`config.mk`:
```
export PLATFORM = sky130hd
export DESIGN_NAME = result_status
export DESIGN_NICKNAME = d
export VERILOG_FILES = /design/src/include/result_status_pkg.sv /design/src/rtl/reset_gen.sv /design/src/rtl/result_status.sv
export SDC_FILE = /design/constraint.sdc
export NUM_CORES = 1
export LEC_CHECK = 0
export ABC_AREA = 0
export BUFFER_PORTS_ARGS = -buffer_cell sky130_fd_sc_hd__buf_2
export CAP_MARGIN = 25
export CORE_UTILIZATION = 53
export CTS_CLUSTER_DIAMETER = 100
export DETAILED_ROUTE_END_ITERATION = 10
export PLACE_DENSITY = 0.81
export SLEW_MARGIN = 40
export SYNTH_ARGS = -nofsm -noshare
export SYNTH_HDL_FRONTEND = slang
export SYNTH_SLANG_ARGS = --single-unit
export TNS_END_PERCENT = 50
```
`constraint.sdc`:
```
create_clock -name clk_sys -period 2.64 [get_ports clk_sys]
set_input_delay 0.264 -clock clk_sys [delete_from_list [all_inputs] [get_ports clk_sys]]
set_output_delay 0.264 -clock clk_sys [all_outputs]
set_load 0.02 [all_outputs]
```
`src/include/result_status_pkg.sv`:
```
// Package: result status byte layout, reset sources and block timing
package result_status_pkg;

    localparam int BYTE_W = 8;

    // Termination codes
    localparam logic [1:0] TERM_NORMAL   = 2'h0;
    localparam logic [1:0] TERM_ABNORMAL = 2'h1;
    localparam logic [1:0] TERM_INVALID  = 2'h2;
    localparam logic [1:0] TERM_POLLING  = 2'h3;

    // Result byte indices
    localparam logic [2:0] IDX_ST0 = 3'h0;
    localparam logic [2:0] IDX_ST1 = 3'h1;
    localparam logic [2:0] IDX_ST2 = 3'h2;
    localparam logic [2:0] IDX_ST3 = 3'h3;

    // Status byte 0 fields
    localparam int ST0_TERM_HI  = 7;
    localparam int ST0_TERM_LO  = 6;
    localparam int ST0_POS_FIN  = 5;
    localparam int ST0_EQ_FAULT = 4;
    localparam int ST0_ZERO     = 3;
    localparam int ST0_HEAD     = 2;

    // Status byte 1 fields
    localparam int ST1_END_TRACK = 7;
    localparam int ST1_ZERO_HI   = 6;
    localparam int ST1_CRC_ANY   = 5;
    localparam int ST1_OVERRUN   = 4;
    localparam int ST1_ZERO_LO   = 3;
    localparam int ST1_MISSING   = 2;
    localparam int ST1_WR_BLOCK  = 1;
    localparam int ST1_ID_SYNC   = 0;

    // Status byte 2 fields
    localparam int ST2_ZERO_HI   = 7;
    localparam int ST2_CTRL_MARK = 6;
    localparam int ST2_CRC_PAY   = 5;
    localparam int ST2_TRK_MIS   = 4;
    localparam int ST2_ZERO_B3   = 3;
    localparam int ST2_ZERO_B2   = 2;
    localparam int ST2_BAD_TRK   = 1;
    localparam int ST2_PAY_SYNC  = 0;

    // Status byte 3 fields
    localparam int ST3_ZERO      = 7;
    localparam int ST3_WPROT     = 6;
    localparam int ST3_ONE_HI    = 5;
    localparam int ST3_TRACK_ZERO_INPUT      = 4;
    localparam int ST3_ONE_LO    = 3;
    localparam int ST3_HEAD      = 2;

    // Positioning limits
    localparam logic [7:0] RECAL_STEP_LIMIT = 8'h50;
    localparam logic [7:0] BAD_TRACK_ID     = 8'hff;
    localparam logic [7:0] LAST_SECTOR      = 8'hff;

    // Power-on reset stretch
    localparam int POR_TIME_NS = 100;
    localparam int CLK_NS      = 10;
    localparam int POR_CYCLES  = (POR_TIME_NS + CLK_NS - 1) / CLK_NS;

endpackage

```
`src/rtl/reset_gen.sv`:
```
// Reset combiner: pin, output-register, rate-select and power-on sources
`timescale 1ns/1ps
module reset_gen
    import result_status_pkg::*;
(
    input  wire logic clk_sys,
    input  wire logic rst,
    input  wire logic reset_pin_in,
    input  wire logic dor_reset_wr,
    input  wire logic dor_reset_val,
    input  wire logic rate_reset_wr,
    output logic      core_reset,
    output logic      pin_reset,
    output logic      dor_reset_bit
);
    typedef struct packed {
        logic       pin_m;
        logic       pin_s;
        logic [3:0] por_cnt;
        logic       dor_bit;
        logic       rate_pulse;
        logic       core;
        logic       pin;
    } rg_state_t;

    rg_state_t s_reg;
    rg_state_t s_next;

    always_comb begin
        s_next       = s_reg;
        s_next.pin_m = reset_pin_in;
        s_next.pin_s = s_reg.pin_m;
        if (s_reg.por_cnt != 4'h0) begin
            s_next.por_cnt = s_reg.por_cnt - 4'h1;
        end
        // Output-register bit set by pin reset, held until host clears it
        if (s_reg.pin_s || s_reg.por_cnt != 4'h0) begin
            s_next.dor_bit = 1'b1;
        end else if (dor_reset_wr) begin
            s_next.dor_bit = dor_reset_val;
        end
        // Rate-select reset clears itself after one cycle
        s_next.rate_pulse = rate_reset_wr;
        s_next.pin        = s_reg.pin_s || (s_reg.por_cnt != 4'h0);
        s_next.core       = s_next.pin || s_next.dor_bit || s_next.rate_pulse;
    end

    always_ff @(posedge clk_sys) begin
        if (rst) begin
            s_reg         <= '0;
            s_reg.por_cnt <= 4'(POR_CYCLES);
            s_reg.dor_bit <= 1'b1;
            s_reg.core    <= 1'b1;
            s_reg.pin     <= 1'b1;
        end else begin
            s_reg <= s_next;
        end
    end

    assign core_reset    = s_reg.core;
    assign pin_reset     = s_reg.pin;
    assign dor_reset_bit = s_reg.dor_bit;

    a_dor_sticky: assert property (@(posedge clk_sys) disable iff (rst)
        $fell(dor_reset_bit) |-> $past(dor_reset_wr) && !$past(dor_reset_val)) else $error("dor bit fell alone");
    a_rate_core: assert property (@(posedge clk_sys) disable iff (rst)
        rate_reset_wr |=> core_reset) else $error("rate reset missed");

endmodule // reset_gen

```
`src/rtl/result_status.sv`:
```
// Result status bytes builder with reset handling
//
// Function
// - Status bytes are read one after another through the data register.
// - Byte 0 bits 7:6 carry the two-bit termination code.
// - Byte 0 bit 5 set when seek, relative seek or recalibrate finishes.
// - Byte 0 bit 4 set after 80 fruitless recalibrate steps or outward overstep.
// - Byte 0 bit 3 zero, bit 2 head, bits 1:0 selected drive.
// - Byte 1 bit 7 on access to sector 255 or no terminal count.
// - Byte 1 bit 5 on any CRC fault, identifier or data field.
// - Byte 1 bit 4 on service overrun or underrun.
// - Byte 1 bit 2 when sector missing, bad identifier or wrong sequence.
// - Byte 1 bit 1 when write protect rises during write or format.
// - Byte 1 bit 0 when identifier or data address mark absent.
// - Byte 2 bit 6 on control mark mismatch; bits 7,3,2 read zero.
// - Byte 2 bit 5 on data field CRC fault.
// - Byte 2 bit 4 when identifier track differs from internal track.
// - Byte 2 bit 1 when differing identifier track equals ff hex.
// - Byte 2 bit 0 when no data or deleted data mark found.
// - Byte 3 shows live pins; bits 5,3 one, bit 7 zero.
// - Reset from pin, output register bit, rate bit, power-on; exits power-down.
// - Any reset aborts operations and returns the block idle.
// - Leaving reset clears configure settings; polling enabled by default.
// - Rate reset self clears; output-register reset sticky and dominant.
// - Pin reset clears all but specify timing values.
`timescale 1ns/1ps
module result_status
    import result_status_pkg::*;
(
    input  wire logic              clk_sys,
    input  wire logic              rst,
    // Reset sources
    input  wire logic              reset_pin_in,
    input  wire logic              dor_reset_wr,
    input  wire logic              dor_reset_val,
    input  wire logic              rate_reset_wr,
    // Configure and specify writes
    input  wire logic              cfg_wr,
    input  wire logic              cfg_poll_disable,
    input  wire logic              spec_wr,
    input  wire logic [7:0]        spec_value,
    // Drive cable pins
    input  wire logic              write_protect_input,
    input  wire logic              track_zero_input,
    // Drive selection from command logic
    input  wire logic              head_sel_in,
    input  wire logic [1:0]        drive_sel_in,
    // Command engine events
    input  wire logic              cmd_done,
    input  wire logic              cmd_invalid,
    input  wire logic              cmd_polling,
    input  wire logic              cmd_is_write,
    input  wire logic              cmd_is_read_del,
    input  wire logic              cmd_sense_drive,
    input  wire logic              seek_done,
    input  wire logic              recal_step,
    input  wire logic              recal_active,
    input  wire logic              rel_seek_underflow,
    input  wire logic [7:0]        sector_number,
    input  wire logic              terminal_count_input,
    input  wire logic              id_crc_fault,
    input  wire logic              data_crc_fault,
    input  wire logic              service_late,
    input  wire logic              sector_not_found,
    input  wire logic              id_sync_miss,
    input  wire logic              payload_sync_miss,
    input  wire logic              deleted_mark_seen,
    input  wire logic              normal_mark_seen,
    input  wire logic              id_track_valid,
    input  wire logic [7:0]        id_track,
    input  wire logic [7:0]        internal_track,
    // Data register read
    input  wire logic              data_rd,
    output logic [7:0]             data_out,
    output logic                   result_ready,
    output logic                   core_busy,
    output logic                   head_select_output,
    output logic                   drive_select_out0,
    output logic                   drive_select_out1,
    output logic                   poll_enable,
    output logic                   power_down_exit,
    output logic [7:0]             spec_timing,
    output logic                   dor_reset_state
);
    // ==========================================================
    // State
    typedef enum logic [2:0] {
        ST_IDLE   = 3'b001,
        ST_BUSY   = 3'b010,
        ST_RESULT = 3'b100
    } phase_t;

    typedef struct packed {
        phase_t     phase;
        logic [1:0] term;
        logic       pos_fin;
        logic       eq_fault;
        logic       end_track;
        logic       crc_any;
        logic       overrun;
        logic       missing;
        logic       wr_block;
        logic       id_sync;
        logic       ctrl_mark;
        logic       crc_pay;
        logic       trk_mis;
        logic       bad_trk;
        logic       pay_sync;
        logic [6:0] step_cnt;
        logic [7:0] hold0;
        logic [7:0] hold1;
        logic [7:0] hold2;
        logic [2:0] rd_idx;
        logic [2:0] rd_last;
        logic [7:0] dout;
        logic       ready;
        logic       head;
        logic [1:0] drv;
        logic       poll;
        logic       pd_exit;
        logic       wp_m;
        logic       wp_s;
        logic       wp_d;
        logic       t0_m;
        logic       t0_s;
    } rs_state_t;

    rs_state_t  s_reg;
    rs_state_t  s_next;
    logic [7:0] spec_reg;
    logic       core_reset;
    logic       pin_reset;
    logic       dor_bit;

    // ==========================================================
    // Reset sources
    reset_gen u_reset (
        .clk_sys       (clk_sys),
        .rst           (rst),
        .reset_pin_in  (reset_pin_in),
        .dor_reset_wr  (dor_reset_wr),
        .dor_reset_val (dor_reset_val),
        .rate_reset_wr (rate_reset_wr),
        .core_reset    (core_reset),
        .pin_reset     (pin_reset),
        .dor_reset_bit (dor_bit)
    );

    function automatic logic [7:0] byte3(input logic wp, input logic t0, input logic hd, input logic [1:0] ds);
        logic [7:0] b;
        b             = 8'h00;
        b[ST3_ZERO]   = 1'b0;
        b[ST3_WPROT]  = wp;
        b[ST3_ONE_HI] = 1'b1;
        b[ST3_TRACK_ZERO_INPUT]   = t0;
        b[ST3_ONE_LO] = 1'b1;
        b[ST3_HEAD]   = hd;
        b[1:0]        = ds;
        return b;
    endfunction

    // ==========================================================
    // Next state
    always_comb begin
        s_next      = s_reg;
        s_next.wp_m = write_protect_input;
        s_next.wp_s = s_reg.wp_m;
        s_next.wp_d = s_reg.wp_s;
        s_next.t0_m = track_zero_input;
        s_next.t0_s = s_reg.t0_m;
        s_next.pd_exit = 1'b0;
        if (cfg_wr) begin
            s_next.poll = !cfg_poll_disable;
        end
        case (s_reg.phase)
            ST_IDLE: begin
                s_next.head = head_sel_in;
                s_next.drv  = drive_sel_in;
                if (!cmd_done) begin
                    s_next.phase    = ST_BUSY;
                    s_next.step_cnt = 7'h00;
                    {s_next.pos_fin, s_next.eq_fault, s_next.end_track, s_next.crc_any} = 4'h0;
                    {s_next.overrun, s_next.missing, s_next.wr_block, s_next.id_sync} = 4'h0;
                    {s_next.ctrl_mark, s_next.crc_pay, s_next.trk_mis} = 3'h0;
                    {s_next.bad_trk, s_next.pay_sync} = 2'h0;
                end
            end
            ST_BUSY: begin
                s_next.head = head_sel_in;
                s_next.drv  = drive_sel_in;
                if (seek_done) s_next.pos_fin = 1'b1;
                if (recal_active && recal_step && !s_reg.t0_s) begin
                    s_next.step_cnt = s_reg.step_cnt + 7'h01;
                    if (s_reg.step_cnt + 7'h01 >= RECAL_STEP_LIMIT[6:0]) s_next.eq_fault = 1'b1;
                end
                if (rel_seek_underflow) s_next.eq_fault = 1'b1;
                if (sector_number == LAST_SECTOR || (cmd_done && !terminal_count_input)) s_next.end_track = 1'b1;
                if (id_crc_fault || data_crc_fault) s_next.crc_any = 1'b1;
                if (data_crc_fault) s_next.crc_pay = 1'b1;
                if (service_late) s_next.overrun = 1'b1;
                if (sector_not_found) s_next.missing = 1'b1;
                if (cmd_is_write && s_reg.wp_s && !s_reg.wp_d) s_next.wr_block = 1'b1;
                if (id_sync_miss || payload_sync_miss) s_next.id_sync = 1'b1;
                if (payload_sync_miss) s_next.pay_sync = 1'b1;
                if ((deleted_mark_seen && !cmd_is_read_del) || (normal_mark_seen && cmd_is_read_del)) begin
                    s_next.ctrl_mark = 1'b1;
                end
                if (id_track_valid && id_track != internal_track) begin
                    s_next.trk_mis = 1'b1;
                    if (id_track == BAD_TRACK_ID) s_next.bad_trk = 1'b1;
                end
                if (cmd_done) begin
                    s_next.phase = ST_RESULT;
                    if (cmd_invalid)      s_next.term = TERM_INVALID;
                    else if (cmd_polling) s_next.term = TERM_POLLING;
                    else if (s_next.eq_fault || s_next.end_track || s_next.crc_any || s_next.overrun
                             || s_next.missing || s_next.wr_block || s_next.id_sync || s_next.ctrl_mark
                             || s_next.crc_pay || s_next.trk_mis || s_next.bad_trk || s_next.pay_sync)
                        s_next.term = TERM_ABNORMAL;
                    else                  s_next.term = TERM_NORMAL;
                    // Freeze status bytes at termination
                    s_next.hold0 = {s_next.term, s_next.pos_fin, s_next.eq_fault, 1'b0, head_sel_in,
                                    drive_sel_in};
                    s_next.hold1 = {s_next.end_track, 1'b0, s_next.crc_any, s_next.overrun, 1'b0,
                                    s_next.missing, s_next.wr_block, s_next.id_sync};
                    s_next.hold2 = {1'b0, s_next.ctrl_mark, s_next.crc_pay, s_next.trk_mis, 2'h0,
                                    s_next.bad_trk, s_next.pay_sync};
                    s_next.rd_idx  = cmd_sense_drive ? IDX_ST3 : IDX_ST0;
                    s_next.rd_last = cmd_sense_drive ? IDX_ST3 : IDX_ST2;
                    s_next.ready   = 1'b1;
                    s_next.dout    = cmd_sense_drive
                                   ? byte3(s_reg.wp_s, s_reg.t0_s, head_sel_in, drive_sel_in)
                                   : s_next.hold0;
                end
            end
            ST_RESULT: begin
                if (data_rd) begin
                    if (s_reg.rd_idx == s_reg.rd_last) begin
                        s_next.phase = ST_IDLE;
                        s_next.ready = 1'b0;
                        s_next.dout  = 8'h00;
                    end else begin
                        s_next.rd_idx = s_reg.rd_idx + 3'h1;
                        case (s_reg.rd_idx + 3'h1)
                            IDX_ST1: s_next.dout = s_reg.hold1;
                            IDX_ST2: s_next.dout = s_reg.hold2;
                            default: s_next.dout = s_reg.hold0;
                        endcase
                    end
                end
            end
            default: s_next.phase = ST_IDLE;
        endcase
    end

    // ==========================================================
    // Registers
    always_ff @(posedge clk_sys) begin
        if (rst || core_reset) begin
            s_reg         <= '0;
            s_reg.phase   <= ST_IDLE;
            s_reg.poll    <= 1'b1;
            s_reg.pd_exit <= 1'b1;
        end else begin
            s_reg <= s_next;
        end
    end

    // Specify timing survives pin reset
    always_ff @(posedge clk_sys) begin
        if (rst) begin
            spec_reg <= 8'h00;
        end else if (spec_wr && !core_reset) begin
            spec_reg <= spec_value;
        end
    end

    assign data_out           = s_reg.dout;
    assign result_ready       = s_reg.ready;
    assign core_busy          = s_reg.phase != ST_IDLE;
    assign head_select_output = s_reg.head;
    assign drive_select_out0  = s_reg.drv[0];
    assign drive_select_out1  = s_reg.drv[1];
    assign poll_enable        = s_reg.poll;
    assign power_down_exit    = s_reg.pd_exit;
    assign spec_timing        = spec_reg;
    assign dor_reset_state    = dor_bit;

    // ==========================================================
    // Checks
    a_reset_idle: assert property (@(posedge clk_sys) disable iff (rst)
        core_reset |=> !result_ready && !core_busy) else $error("not idle after reset");
    a_poll_default: assert property (@(posedge clk_sys) disable iff (rst)
        core_reset |=> poll_enable) else $error("polling not restored");
    a_pd_exit: assert property (@(posedge clk_sys) disable iff (rst)
        core_reset |=> power_down_exit) else $error("power-down not left");
    a_hold_stable: assert property (@(posedge clk_sys) disable iff (rst || core_reset)
        result_ready && !data_rd |=> $stable(data_out) || core_reset) else $error("result byte moved");
    a_st1_zero: assert property (@(posedge clk_sys) disable iff (rst)
        result_ready |-> (data_out[ST1_ZERO_HI] == 1'b0 || s_reg.rd_idx != IDX_ST1)) else $error("byte1 bit6 set");
    a_st2_zero: assert property (@(posedge clk_sys) disable iff (rst)
        result_ready && s_reg.rd_idx == IDX_ST2 |-> data_out[ST2_ZERO_HI] == 1'b0
        && data_out[ST2_ZERO_B3:ST2_ZERO_B2] == 2'h0) else $error("byte2 zero bits set");
    a_st3_fixed: assert property (@(posedge clk_sys) disable iff (rst)
        result_ready && s_reg.rd_idx == IDX_ST3 |-> data_out[ST3_ONE_HI] && data_out[ST3_ONE_LO]
        && !data_out[ST3_ZERO]) else $error("byte3 fixed bits wrong");
    a_st0_zero: assert property (@(posedge clk_sys) disable iff (rst)
        result_ready && s_reg.rd_idx == IDX_ST0 |-> !data_out[ST0_ZERO]) else $error("byte0 bit3 set");
    a_invalid_code: assert property (@(posedge clk_sys) disable iff (rst || core_reset)
        s_reg.phase == ST_BUSY && cmd_done && cmd_invalid && !cmd_sense_drive
        |=> data_out[ST0_TERM_HI:ST0_TERM_LO] == TERM_INVALID) else $error("invalid code wrong");

endmodule // result_status

```
---- Yosys cells after proc, flatten, opt, wreduce, memory -nomap -nowiden ----
Cells that the tools add are included.
storage, ports and cells
  input port bits ......................... 67
  ROM bits ................................ 0
  bits in latches ......................... 0
  word-level logic and storage cells ...... 155
  bits in registers ....................... 84
  memories ................................ 0
  RAM bits ................................ 0
  output and inout port bits .............. 24
cells by class
  magnitude comparators ................... 1
  shift operators ......................... 0
  div/mod/pow operators ................... 0
  muxes and demuxes ....................... 52
  $add $sub $neg .......................... 3
  $mul .................................... 0
  equal/unequal tests ..................... 16
  reduce and logical (&&, ||, !) cells .... 45
  bitwise logic cells ..................... 0
operator list
  cell                                                  number
  one-hot mux 20 bit (2 select lines)                   1
  2-to-1 mux 1 bit                                      29
  2-to-1 mux 20 bit                                     1
  logical OR 1 bit                                      19
  one-hot mux 9 bit (2 select lines)                    1
  equality test 8 bit (second input constant)           2
  2-to-1 mux 8 bit                                      2
  one-hot mux 8 bit (2 select lines)                    1
  2-to-1 mux 15 bit                                     1
  2-to-1 mux 3 bit                                      5
  != test 2 bit (second input constant)                 6
  AND reduction 4 bit                                   3
  2-to-1 mux 2 bit                                      5
  logical AND 1 bit                                     9
  2-to-1 mux 9 bit                                      1
  one-hot mux 3 bit (3 select lines)                    1
  != test 8 bit                                         1
  adder 7 x 1 -> 7 bit (second input constant)          1
  >= comparator 7 bit (second input constant)           1
  2-to-1 mux 7 bit                                      1
  equality test 3 x 1 -> 1 bit (second input constant)  2
  equality test 3 x 2 -> 1 bit (second input constant)  2
  logical NOT 1 bit                                     6
  2-to-1 mux 6 bit                                      1
  12 further kinds                                      15

---- Depth between registers and ports, before layout ----
Gate-level depths: netlist (run 1).
  depth in word-level cells ............... 23
  mapped depth ............................ 8

---- By module ----
A second synthesis (run 1) with hierarchy kept.
second synthesis, totals
  cell total of the unflattened synthesis .. 415
  area total of the unflattened synthesis .. 3574.7 sq um
modules (own cells, without submodules)
  module         area each (sq um)  times used  sequential area each (sq um)  cells each
  result_status  3229.3             1           1461.4                        382
  reset_gen      345.3              1           180.2                         33

---- Worst setup path after synthesis (run 1) ----
No wires, ideal clock.
  path kind ............................... register to register
  from .................................... register s_reg[49] (netlist name)
  to ...................................... register s_reg, in the netlist data_out[6]
  cell stages (with the launch flop) ...... 8
  arrival ................................. 1.699 ns
  library setup time ...................... 0.138 ns
  clock period less this slack ............ 1.837 ns
  path slack .............................. 0.803 ns
  required time ........................... 2.502 ns
  path through ............................ dfxtp_1 ha_1 and3_1 nand3_1 a2111oi_0 nor2_1 nor4b_1 o22ai_1
between the ends
  word-level cells in the longest chain between the ends .. 23
ends and longest elaborated chain
  what                                line                  RTL
  start, declared                     result_status.sv:128  rs_state_t s_reg;
  start signal, assigned              result_status.sv:265  s_reg <= s_next;
  adder 7 x 1 -> 7 bit                result_status.sv:194  if (s_reg.step_cnt + 7'h01 >= RECAL_STEP_LIMIT[6:0]) s_next.eq_fault = 1'b1;
  >= comparator 7 bit                 result_status.sv:194
  2-to-1 mux 1 bit                    result_status.sv:194
  2-to-1 mux 1 bit                    result_status.sv:192  if (recal_active && recal_step && !s_reg.t0_s) begin
  2-to-1 mux 1 bit                    result_status.sv:196  if (rel_seek_underflow) s_next.eq_fault = 1'b1;
  2-to-1 mux 1 bit                    result_status.sv:175  case (s_reg.phase)
  logical OR 1 bit (3 in series)      result_status.sv:216  else if (s_next.eq_fault || s_next.end_track || s_next.crc_any || s_next.overrun
  logical OR 1 bit (4 in series)      result_status.sv:217  || s_next.missing || s_next.wr_block || s_next.id_sync || s_next.ctrl_mark
  logical OR 1 bit (4 in series)      result_status.sv:218  || s_next.crc_pay || s_next.trk_mis || s_next.bad_trk || s_next.pay_sync)
  2-to-1 mux 1 bit                    result_status.sv:216
  2-to-1 mux 2 bit                    result_status.sv:215  else if (cmd_polling) s_next.term = TERM_POLLING;
  2-to-1 mux 2 bit                    result_status.sv:214  if (cmd_invalid) s_next.term = TERM_INVALID;
  2-to-1 mux 8 bit                    result_status.sv:232  ? byte3(s_reg.wp_s, s_reg.t0_s, head_sel_in, drive_sel_in)
  2-to-1 mux 15 bit                   result_status.sv:212  if (cmd_done) begin
  one-hot mux 9 bit (2 select lines)  result_status.sv:175
Every way passes these cells. The select of a mux whose other input is x is not followed.
A chain may end at the register's enable or synchronous reset.

---- Worst setup path after layout (run 1) ----
  from .................................... register s_reg[22] (netlist name)
  to ...................................... register s_reg, in the netlist data_out[4]
between the ends
  word-level cells in the longest chain between the ends .. 6
ends and longest elaborated chain
  what                                                                                 line                  RTL
  adder 3 x 1 -> 3 bit                                                                 result_status.sv:244  case (s_reg.rd_idx + 3'h1)
  equality test 3 x 2 -> 1 bit / equality test 3 x 1 -> 1 bit (equally long branches)  result_status.sv:244
  one-hot mux 8 bit (2 select lines)                                                   result_status.sv:244
  2-to-1 mux 8 bit (*)                                                                 result_status.sv:238  if (s_reg.rd_idx == s_reg.rd_last) begin
  2-to-1 mux 9 bit (*)                                                                 result_status.sv:237  if (data_rd) begin
  one-hot mux 9 bit (2 select lines) (*)                                               result_status.sv:175
Mark *: on every way between the ends. The rest lies on a longest branch, timed or not. The select of a mux whose other input is x is not followed.

==> results.md, run 1 <==
- The share of the clock period used by the worst path after layout is 85.1%.
- Max-cap violations in this run came to 0.
- No sink is reached through more buffers than the 2 on the longest clock path.
- The minimum clock period after layout is 2.25 ns.
- The clock arrives with 0.00709 ns of skew.
- The detailed-placement wirelength estimate is 6090 µm.
- Data on the critical path is required at its endpoint by 2.88 ns.
- Setup repair after global routing left no endpoint under its margin.
- The number of different library cells used by synthesis comes to 54.
- Derived from the worst setup path, the maximum achievable clock frequency is 445 MHz.
- After synthesis the netlist holds a flip-flop and latch count of 81.
- A synthesized cell averages 8.61 µm².
- The area of the die is 7110 µm².
- The post-route setup TNS is 0 ns.
- The worst setup path is launched from a register.
- The count of buffers added by post-CTS timing repair for setup is 0.
- The number of gates resized after CTS was 0.
- The cell with the most instances on the worst path is sky130_fd_sc_hd__a31oi_1.
- In the synthesized netlist the dominant register cell turns out to be sky130_fd_sc_hd__dfxtp_1.
- The flip-flop count of the largest register, all copies and words added is 48.
- Entering global routing, the biggest net connects 33 pins.
- Clock tree synthesis found a total of 81 sinks.
- The slew of the pin with the lowest slew margin is 0.758 ns.
- Row generation in the floorplan step produced 29 rows.
- The area growth from synthesis to layout is 19.0%.
- By startpoint and endpoint, the worst setup path is classified as register to register.
- Summing the sequential cell areas from Yosys gives 45.2% of the chip area.
- Hold is met by 0.102 ns.
- The number of max-slew violations in the final report was 0.
- The routed design uses 481 µm of met3 wire.
- The remaining number of nets flagged by the antenna check after routing is 0.
- After clock tree synthesis, the clock-pin slew on the worst setup and hold paths is 0.09 ns.
- The met1 layer wirelength in the final routing is 3640 µm.
- In the synthesized netlist, the number of instances is 417.
- The clock latency at the later pin of the worst-skew pair is 0.35 ns.
- The flow ran to the end, but the final reports show violations.
- The number of buffers inserted by port buffering is 90.
- The net count after synthesis is 490.
- Data on the critical path arrives at its endpoint at 2.48 ns.
- The first-pass GRT wire length is 14200 µm.
- The synthesized design contains 0 enable-type register cells.
- Of the cells placed in the final design, the portion with a size suffix greater than 1 is 24.7%.
- After synthesis the cells add up to 3590 µm².
- The highest signal layer in the routed design is met4.
- The routed wire length on met2 is 4180 µm.
- The detailed-router iteration count before antenna repair is 8.
- For this run, the slowest stage of the critical path takes 0.55 ns.
- The total number of vias is 3267.
- The floorplan step defined a core boundary enclosing 6460 µm².
- Routability-driven placement finished with a final weighted congestion of 0.929.
- Dividing the detail-routed via count by the number of cells gives 5.63.
- In the final routed layout, each cell accounts on average for 14.5 µm.
- STA classifies the critical path endpoint as a register.
- The width of the die is 84.3 µm.
- The cell at the root of the clock tree is sky130_fd_sc_hd__clkbuf_8.
- The post-detailed-routing wire length is 8420 µm.
- The die height is 84.3 µm.
- The number of global-route vias before repair is 3096.
- In the synthesized netlist the async set-or-reset flop fraction comes to 0%.
- The relative max-transition margin is 49.1%.
- The analysis attributes to cell leakage a power of 1.64 nW.
- During synthesis, Yosys emitted a total of 0 warnings.
- The power density normalized to cell area is 561 nW/µm².
- The starting density of the core is 55.6%.
- The peak fanout along the critical path is 8.
- After detailed routing, the number of remaining DRC violations is 5.
- The checks that failed: DRC.
- TritonCTS built the clock tree.
- The signal on the critical path passes through ha_1 -> xnor2_1 -> o21ai_1 -> a22oi_1 -> nor2_1 -> a31oi_1 -> a31oi_1.
- The remaining global-route overflow is 0.
- Setup violations remaining at the end of the flow were counted as 0.
- The worst hold path belongs to the class primary input to register.
- The count of inserted antenna diode cells is 0.
- The number of hold buffers added after CTS was 0.
- The number of H-tree levels is 3.
- For this run, the total global-route usage over all layers was measured as 25.0%.
- The violation count after the first detailed-route iteration is 265.
- The slowest stage of the critical path belongs to the cell sky130_fd_sc_hd__xnor2_1.
- The net count of the finished layout is 571.
- The worst-case IR drop observed on VDD is 345 µV.
- The number of buffers created by CTS is 9.
- The final hold violation count is 0.
- 91 I/O pins were placed.
- The initial antenna violation count is 0.
==> cells by family (layout without fill, tap and decap cells) <==
logic type	after synthesis	after routing	share of synthesized area, %
AO/OA/AOI/OAI	95	95	17.2
XOR/XNOR	13	13	3.17
adder cells (fa/ha/maj)	6	6	2.09
buffers and inverters	38	124	5.26
flip-flops	81	81	45.2
multiplexers	14	14	3.90
AND/OR/NAND/NOR	170	170	23.2
==> Yosys cell counts (2+ instances only) <==
| cell type | n | area share [%] |
|---|---|---|
| sky130_fd_sc_hd__a31oi_1 | 5 | 0.87 |
| sky130_fd_sc_hd__nor4_1 | 4 | 0.70 |
| sky130_fd_sc_hd__buf_6 | 2 | 0.63 |
| sky130_fd_sc_hd__inv_1 | 9 | 0.94 |
| sky130_fd_sc_hd__nor2_1 | 68 | 7.1 |
| sky130_fd_sc_hd__buf_1 | 2 | 0.21 |
| sky130_fd_sc_hd__a211oi_1 | 11 | 2.3 |
| sky130_fd_sc_hd__buf_4 | 8 | 1.7 |
| sky130_fd_sc_hd__nor2b_1 | 5 | 0.87 |
| sky130_fd_sc_hd__mux2i_1 | 14 | 3.9 |
| sky130_fd_sc_hd__nand2_1 | 25 | 2.6 |
| sky130_fd_sc_hd__clkbuf_1 | 15 | 1.6 |
| sky130_fd_sc_hd__and2_1 | 8 | 1.4 |
| sky130_fd_sc_hd__o211ai_1 | 3 | 0.63 |
| sky130_fd_sc_hd__a21oi_1 | 24 | 3.3 |
| sky130_fd_sc_hd__a22o_1 | 4 | 0.98 |
| sky130_fd_sc_hd__o21ai_0 | 20 | 2.8 |
| sky130_fd_sc_hd__a32oi_1 | 3 | 0.73 |
| sky130_fd_sc_hd__nor4b_1 | 2 | 0.49 |
| sky130_fd_sc_hd__nand2b_1 | 4 | 0.70 |
| sky130_fd_sc_hd__or3_1 | 5 | 0.87 |
| sky130_fd_sc_hd__xnor2_1 | 3 | 0.73 |
| sky130_fd_sc_hd__or2_2 | 2 | 0.35 |
| sky130_fd_sc_hd__o21a_1 | 2 | 0.42 |
| sky130_fd_sc_hd__dfxtp_1 | 81 | 45 |
| sky130_fd_sc_hd__nand3b_1 | 4 | 0.84 |
| sky130_fd_sc_hd__a22oi_1 | 13 | 2.7 |
| sky130_fd_sc_hd__xor2_1 | 10 | 2.4 |
| sky130_fd_sc_hd__nand4_1 | 5 | 0.87 |
| sky130_fd_sc_hd__nand3_1 | 11 | 1.5 |
| sky130_fd_sc_hd__ha_1 | 6 | 2.1 |
| sky130_fd_sc_hd__nor3_1 | 17 | 2.4 |
==> worst paths after layout <==
check / cells past startpoint / slack [ns] / startpoint / endpoint
worst max-delay path: 7 / 0.39 / s_reg[22]$_SDFFE_PP0P_ / data_out[4]$_SDFFE_PP0P_
worst min-delay path: 2 / 0.10 / rate_reset_wr / u_reset.core_reset$_SDFF_PP1_
worst max register to register: 7 / 0.39 / s_reg[22]$_SDFFE_PP0P_ / data_out[4]$_SDFFE_PP0P_
worst min register to register: 1 / 0.44 / s_next[0]$_SDFF_PP0_ / s_reg[0]$_SDFF_PP0_
==> layout make-up <==
class / instances / area, µm²
repair buffers: 98 / 510
multi-input cells: 298 / 1780
flip-flops and latches: 81 / 1620
inverters: 10 / 37.5
fillers: 552 / 2180
well taps: 77 / 96.3
clock inverters: 7 / 101
clock buffers: 9 / 124
==> worst max-delay path, delay by kind of cell (launching register included) <==
kind | cells | cell delay (ns)
adder cells (fa/ha/maj) | 1 | 0.25
flip-flops | 1 | 0.36
XOR/XNOR | 1 | 0.55
AO/OA/AOI/OAI | 4 | 0.92
AND/OR/NAND/NOR | 1 | 0.05
==> per-stage QoR <==
stage / util [%] / setup WS, ns / power [mW] / area, µm² / cells
floorplan: - / 0.803 / 1.34 / 3590 / 417
global placement: 62.7 / 0.544 / 1.40 / 4050 / 564
detailed placement: 62.7 / 0.479 / 1.41 / 4050 / 564
CTS: 66.1 / 0.447 / 2.41 / 4270 / 580
global route: 66.2 / 0.111 / 2.49 / 4270 / 580
finish: 66.2 / 0.394 / 2.40 / 4270 / 580
==> power breakdown <==
part	internal [mW]	leakage [nW]	total (mW)	switching [mW]
clock network	0.544	0.112	1.01	0.469
logic	0.0712	0.877	0.146	0.0743
registers	1.23	0.654	1.24	0.00698
==> placed cells by master (no fill, tap or decap), drive strengths merged, types with 6 or more instances in the layout <==
master,n
nor2,69
buf,98
o21ai,21
dfxtp,81
nor3,17
xor2,10
mux2i,14
nand2,25
and2,10
inv,13
nand3,11
a211oi,11
a22oi,13
clkbuf,9
ha,6
a21oi,24
==> routing by layer <==
layer  track usage [%]  up-vias
li1                  -     1627
met1              31.2     1515
met2              42.6      116
met3              5.80        9
met4              8.62        0
met5                 0        -
Note: power is estimated with default switching activity, not from simulation.
==> run 2: changes to the inputs <==
--- a/config.mk
+++ b/config.mk
@@ -6,12 +6,13 @@
 export NUM_CORES = 1
 export LEC_CHECK = 0
 export ABC_AREA = 0
-export BUFFER_PORTS_ARGS = -buffer_cell sky130_fd_sc_hd__buf_2
 export CAP_MARGIN = 25
-export CORE_UTILIZATION = 53
+export CORE_UTILIZATION = 55
 export CTS_CLUSTER_DIAMETER = 100
 export DETAILED_ROUTE_END_ITERATION = 10
-export PLACE_DENSITY = 0.81
+export DONT_BUFFER_PORTS = 1
+export PLACE_DENSITY = 0.71
+export SKIP_LAST_GASP = 1
 export SLEW_MARGIN = 40
 export SYNTH_ARGS = -nofsm -noshare
 export SYNTH_HDL_FRONTEND = slang
==> run 2 against run 1 <==
- the run now ends clean
- cell count decreased by 15%
- clock power decreased by 7%
- setup slack got worse by 0.071 ns
- worst hold slack got worse by 0.080 ns
- largest power group unchanged
- global-route usage decreased by 1.1 points
- critical endpoint is now data_out[5]$_SDFFE_PP0P_
- count of clock-buffer cells in the layout unchanged
- total power decreased by 5.6%
==> results.md, run 2 (synthesis gave the netlist of run 1 again) <==
- Result of the run: completed (was complete, but fails checks).
- The clock slew at the register clock pins of the worst setup and hold paths is 0.09 ns (about the same).
- The number of standard-cell rows in the floorplan was 29 (unchanged).
- The relative max-transition margin came to 48.0% (was 49.1%).
- The cell area after placement was 3600 µm² (was 4050 µm²).
- The number of global-route vias before repair was 2801 (was 3096).
- The critical setup path kind is register to register (unchanged).
- The number of max-cap violations came to 0 (unchanged).
- Commonest non-fill, non-tap cells in the layout: 81 x sky130_fd_sc_hd__dfxtp_1, 68 x sky130_fd_sc_hd__nor2_1, 25 x sky130_fd_sc_hd__nand2_1 (was 90 x sky130_fd_sc_hd__buf_2, 81 x sky130_fd_sc_hd__dfxtp_1, 68 x sky130_fd_sc_hd__nor2_1).
- The static leakage was 1.27 nW (was 1.64 nW).
- The total number of nets in the final design is 486 (was 571).
- The width of the die is 82.8 µm (was 84.3 µm).
- The remaining number of nets flagged by the antenna check after routing is 0 (unchanged).
- The number of max-slew violations in the final report is 0 (unchanged).
- The clock network fraction of total power was 41.4% (was 42.3%).
- The post-route setup TNS was 0 ns (unchanged).
- The TritonCTS clock tree is yes (unchanged).
- The required time of the critical path was 2.86 ns (was 2.88 ns).
- The detailed-placement wirelength estimate is 5550 µm (was 6090 µm).
- The total number of vias is 2949 (was 3267).
- The tightest hold margin is 0.0222 ns (was 0.102 ns).
- The power consumption was 2.26 mW (was 2.40 mW).
- The starting density of the core is 56.9% (was 55.6%).
- The worst slack after detailed placement is 0.412 ns (was 0.479 ns).
- The proportion of power drawn by flip-flops and latches is 54.7% (was 51.7%).
- The detailed-router iteration count before antenna repair was 5 (was 8).
- The synthesis-to-finish area growth is 7.32% (was 19.0%).
- The data arrival at the endpoint of the critical path is 2.54 ns (was 2.48 ns).
- The final hold violation count is 0 (unchanged).
- The die height is 82.8 µm (was 84.3 µm).
- The number of buffers created by CTS is 9 (unchanged).
- The switching part of the total is 23.7% (was 23.0%).
- The highest attainable clock frequency is 432 MHz (was 445 MHz).
- The peak per-stage delay on the critical path is 0.58 ns (was 0.55 ns).
- The part of the power in combinational logic is 3.9% (was 6.1%).
- The minimum clock period after layout was 2.32 ns (was 2.25 ns).
- The count of inserted antenna diode cells is 0 (unchanged).
- The proportion of layout cells with a drive suffix above 1 came to 8.13% (was 24.7%).
- The flip-flop count of the largest register, all copies and words added is 48 (unchanged).
- The count of buffers added by post-CTS timing repair for setup is 0 (unchanged).
- The worst path setup slack after routing is 0.323 ns (was 0.394 ns).
- The pin count of the biggest net entering global routing was 40 (was 33).
- The internal power of the cells is 1.73 mW (was 1.85 mW).
- The sort of element at the start of the critical path is a register (unchanged).
- The fill cell total of the finished layout is 571 (was 552).
- The final design instance area without fill came to 3850 µm² (was 4270 µm²).
- The clock skew after layout is 0.0118 ns (was 0.00709 ns).
- The remaining global-route overflow was 0 (unchanged).
- The worst hold-check path type is primary input to register (unchanged).
- The detail-routed net length per standard cell is 16.0 µm (was 14.5 µm).
- The post-route DRC violation count is 0 (was 5).
- The combined area of the multi-input logic cells is 1780 µm² (unchanged).
- The leading cell type in the layout, fill and taps excluded is sky130_fd_sc_hd__dfxtp_1 (was sky130_fd_sc_hd__buf_2).
- The total routing usage reported by global routing came to 24.0% (was 25.0%).
- The slew of the pin with the lowest slew margin is 0.775 ns (was 0.758 ns).
- The I/O pin count was 91 (unchanged).
- The core area is 6310 µm² (was 6460 µm²).
- The area used by sequential logic in the layout was 1620 µm² (unchanged).
- The post-detailed-routing wire length is 7940 µm (was 8420 µm).
- The first-pass GRT wire length was 13200 µm (was 14200 µm).
- The clock net sink count is 81 (unchanged).
- The share of the clock period used by the worst path after layout came to 87.8% (was 85.1%).
- The ratio of routed vias to standard cells is 5.96 (was 5.63).
- The count of endpoints failing setup in the final report is 0 (unchanged).
- The area of the die is 6860 µm² (was 7110 µm²).
- The maximum clock path buffer count is 2 (unchanged).
- The critical path capture point type was a register (unchanged).
- Setup repair after global routing missed its margin: false (unchanged).
- The violation count after the first detailed-route iteration is 236 (was 265).
- The clock latency at the later pin of the worst-skew pair was 0.36 ns (was 0.35 ns).
- The net switching power is 0.536 mW (was 0.551 mW).
- The power density normalized to cell area was 587 nW/µm² (was 561 nW/µm²).
- The initial antenna violation count was 0 (unchanged).
- The number of buffers inserted by port buffering was 0 (was 90).
- The number of H-tree levels came to 3 (unchanged).
- Sequence of cells on the critical path: ha_1 -> xnor2_1 -> o21ai_1 -> a22oi_1 -> o221ai_1 -> o21ai_0 -> nor2_1 (was ha_1 -> xnor2_1 -> o21ai_1 -> a22oi_1 -> nor2_1 -> a31oi_1 -> a31oi_1).
- The critical path's slowest cell was sky130_fd_sc_hd__xnor2_1 (unchanged).
- The peak fanout along the critical path is 8 (unchanged).
- The peak supply drop is 442 µV (was 345 µV).
- The cell at the root of the clock tree is sky130_fd_sc_hd__clkbuf_8 (unchanged).
- The routability congestion estimate from global placement was 0.797 (was 0.929).
## run 2: path summary, 6_finish.rpt
kind | end | cells after the start | slack [ns] | start
max | data_out[5]$_SDFFE_PP0P_ | 7 | 0.32 | s_reg[22]$_SDFFE_PP0P_
min | s_next[0]$_SDFF_PP0_ | 1 | 0.02 | track_zero_input
max reg2reg | data_out[5]$_SDFFE_PP0P_ | 7 | 0.32 | s_reg[22]$_SDFFE_PP0P_
min reg2reg | s_next[2]$_SDFF_PP0_ | 1 | 0.44 | s_next[3]$_SDFF_PP0_
## run 2: repair_timing
action	in CTS	in global routing
setup endpoints to repair	0	0
endpoints found under the hold margin	18	0
gates resized for setup	0	0
hold buffers	5	0
## run 2: final cells by class
class	instances	share of cell area [%]
Sequential cell	81	42.1
Timing Repair Buffer	13	2.86
Tap cell	77	2.50
Clock inverter	7	2.11
Inverter	10	0.974
Clock buffer	9	3.21
Multi-Input combinational cell	298	46.3
## run 2: metrics by stage
step / utilization [%] / std cells
detailed placement: 57.0 / 474
finish: 61.0 / 495
global route: 61.0 / 495
CTS: 61.0 / 495
floorplan: - / 417
global placement: 57.0 / 474
## run 2: metal layers
| metal | part of all wire (%) | track usage, % |
|---|---|---|
| met3 | 6.8 | 6.86 |
| met5 | 0 | 0 |
| met4 | 1.8 | 8.62 |
| met1 | 44 | 30.3 |
| met2 | 47 | 39.0 |
## run 2: critical path, delay by kind of cell, from the launching register on
kind                       cells  cell delay, ns
and+or+nand+nor                1            0.05
xor gates and xnor gates       1            0.58
DFF                            1            0.36
adders and majority gates      1            0.25
AOI/OAI and AO/OA              4            0.94
## run 2: power by group through the flow
stage	Combinational, mW	Clock, mW	Sequential [mW]
global placement	0.0759	0	1.27
floorplan	0.0696	0	1.27
detailed placement	0.0789	0	1.27
finish	0.0884	0.936	1.24
global route	0.101	1.01	1.24
CTS	0.0884	0.954	1.24
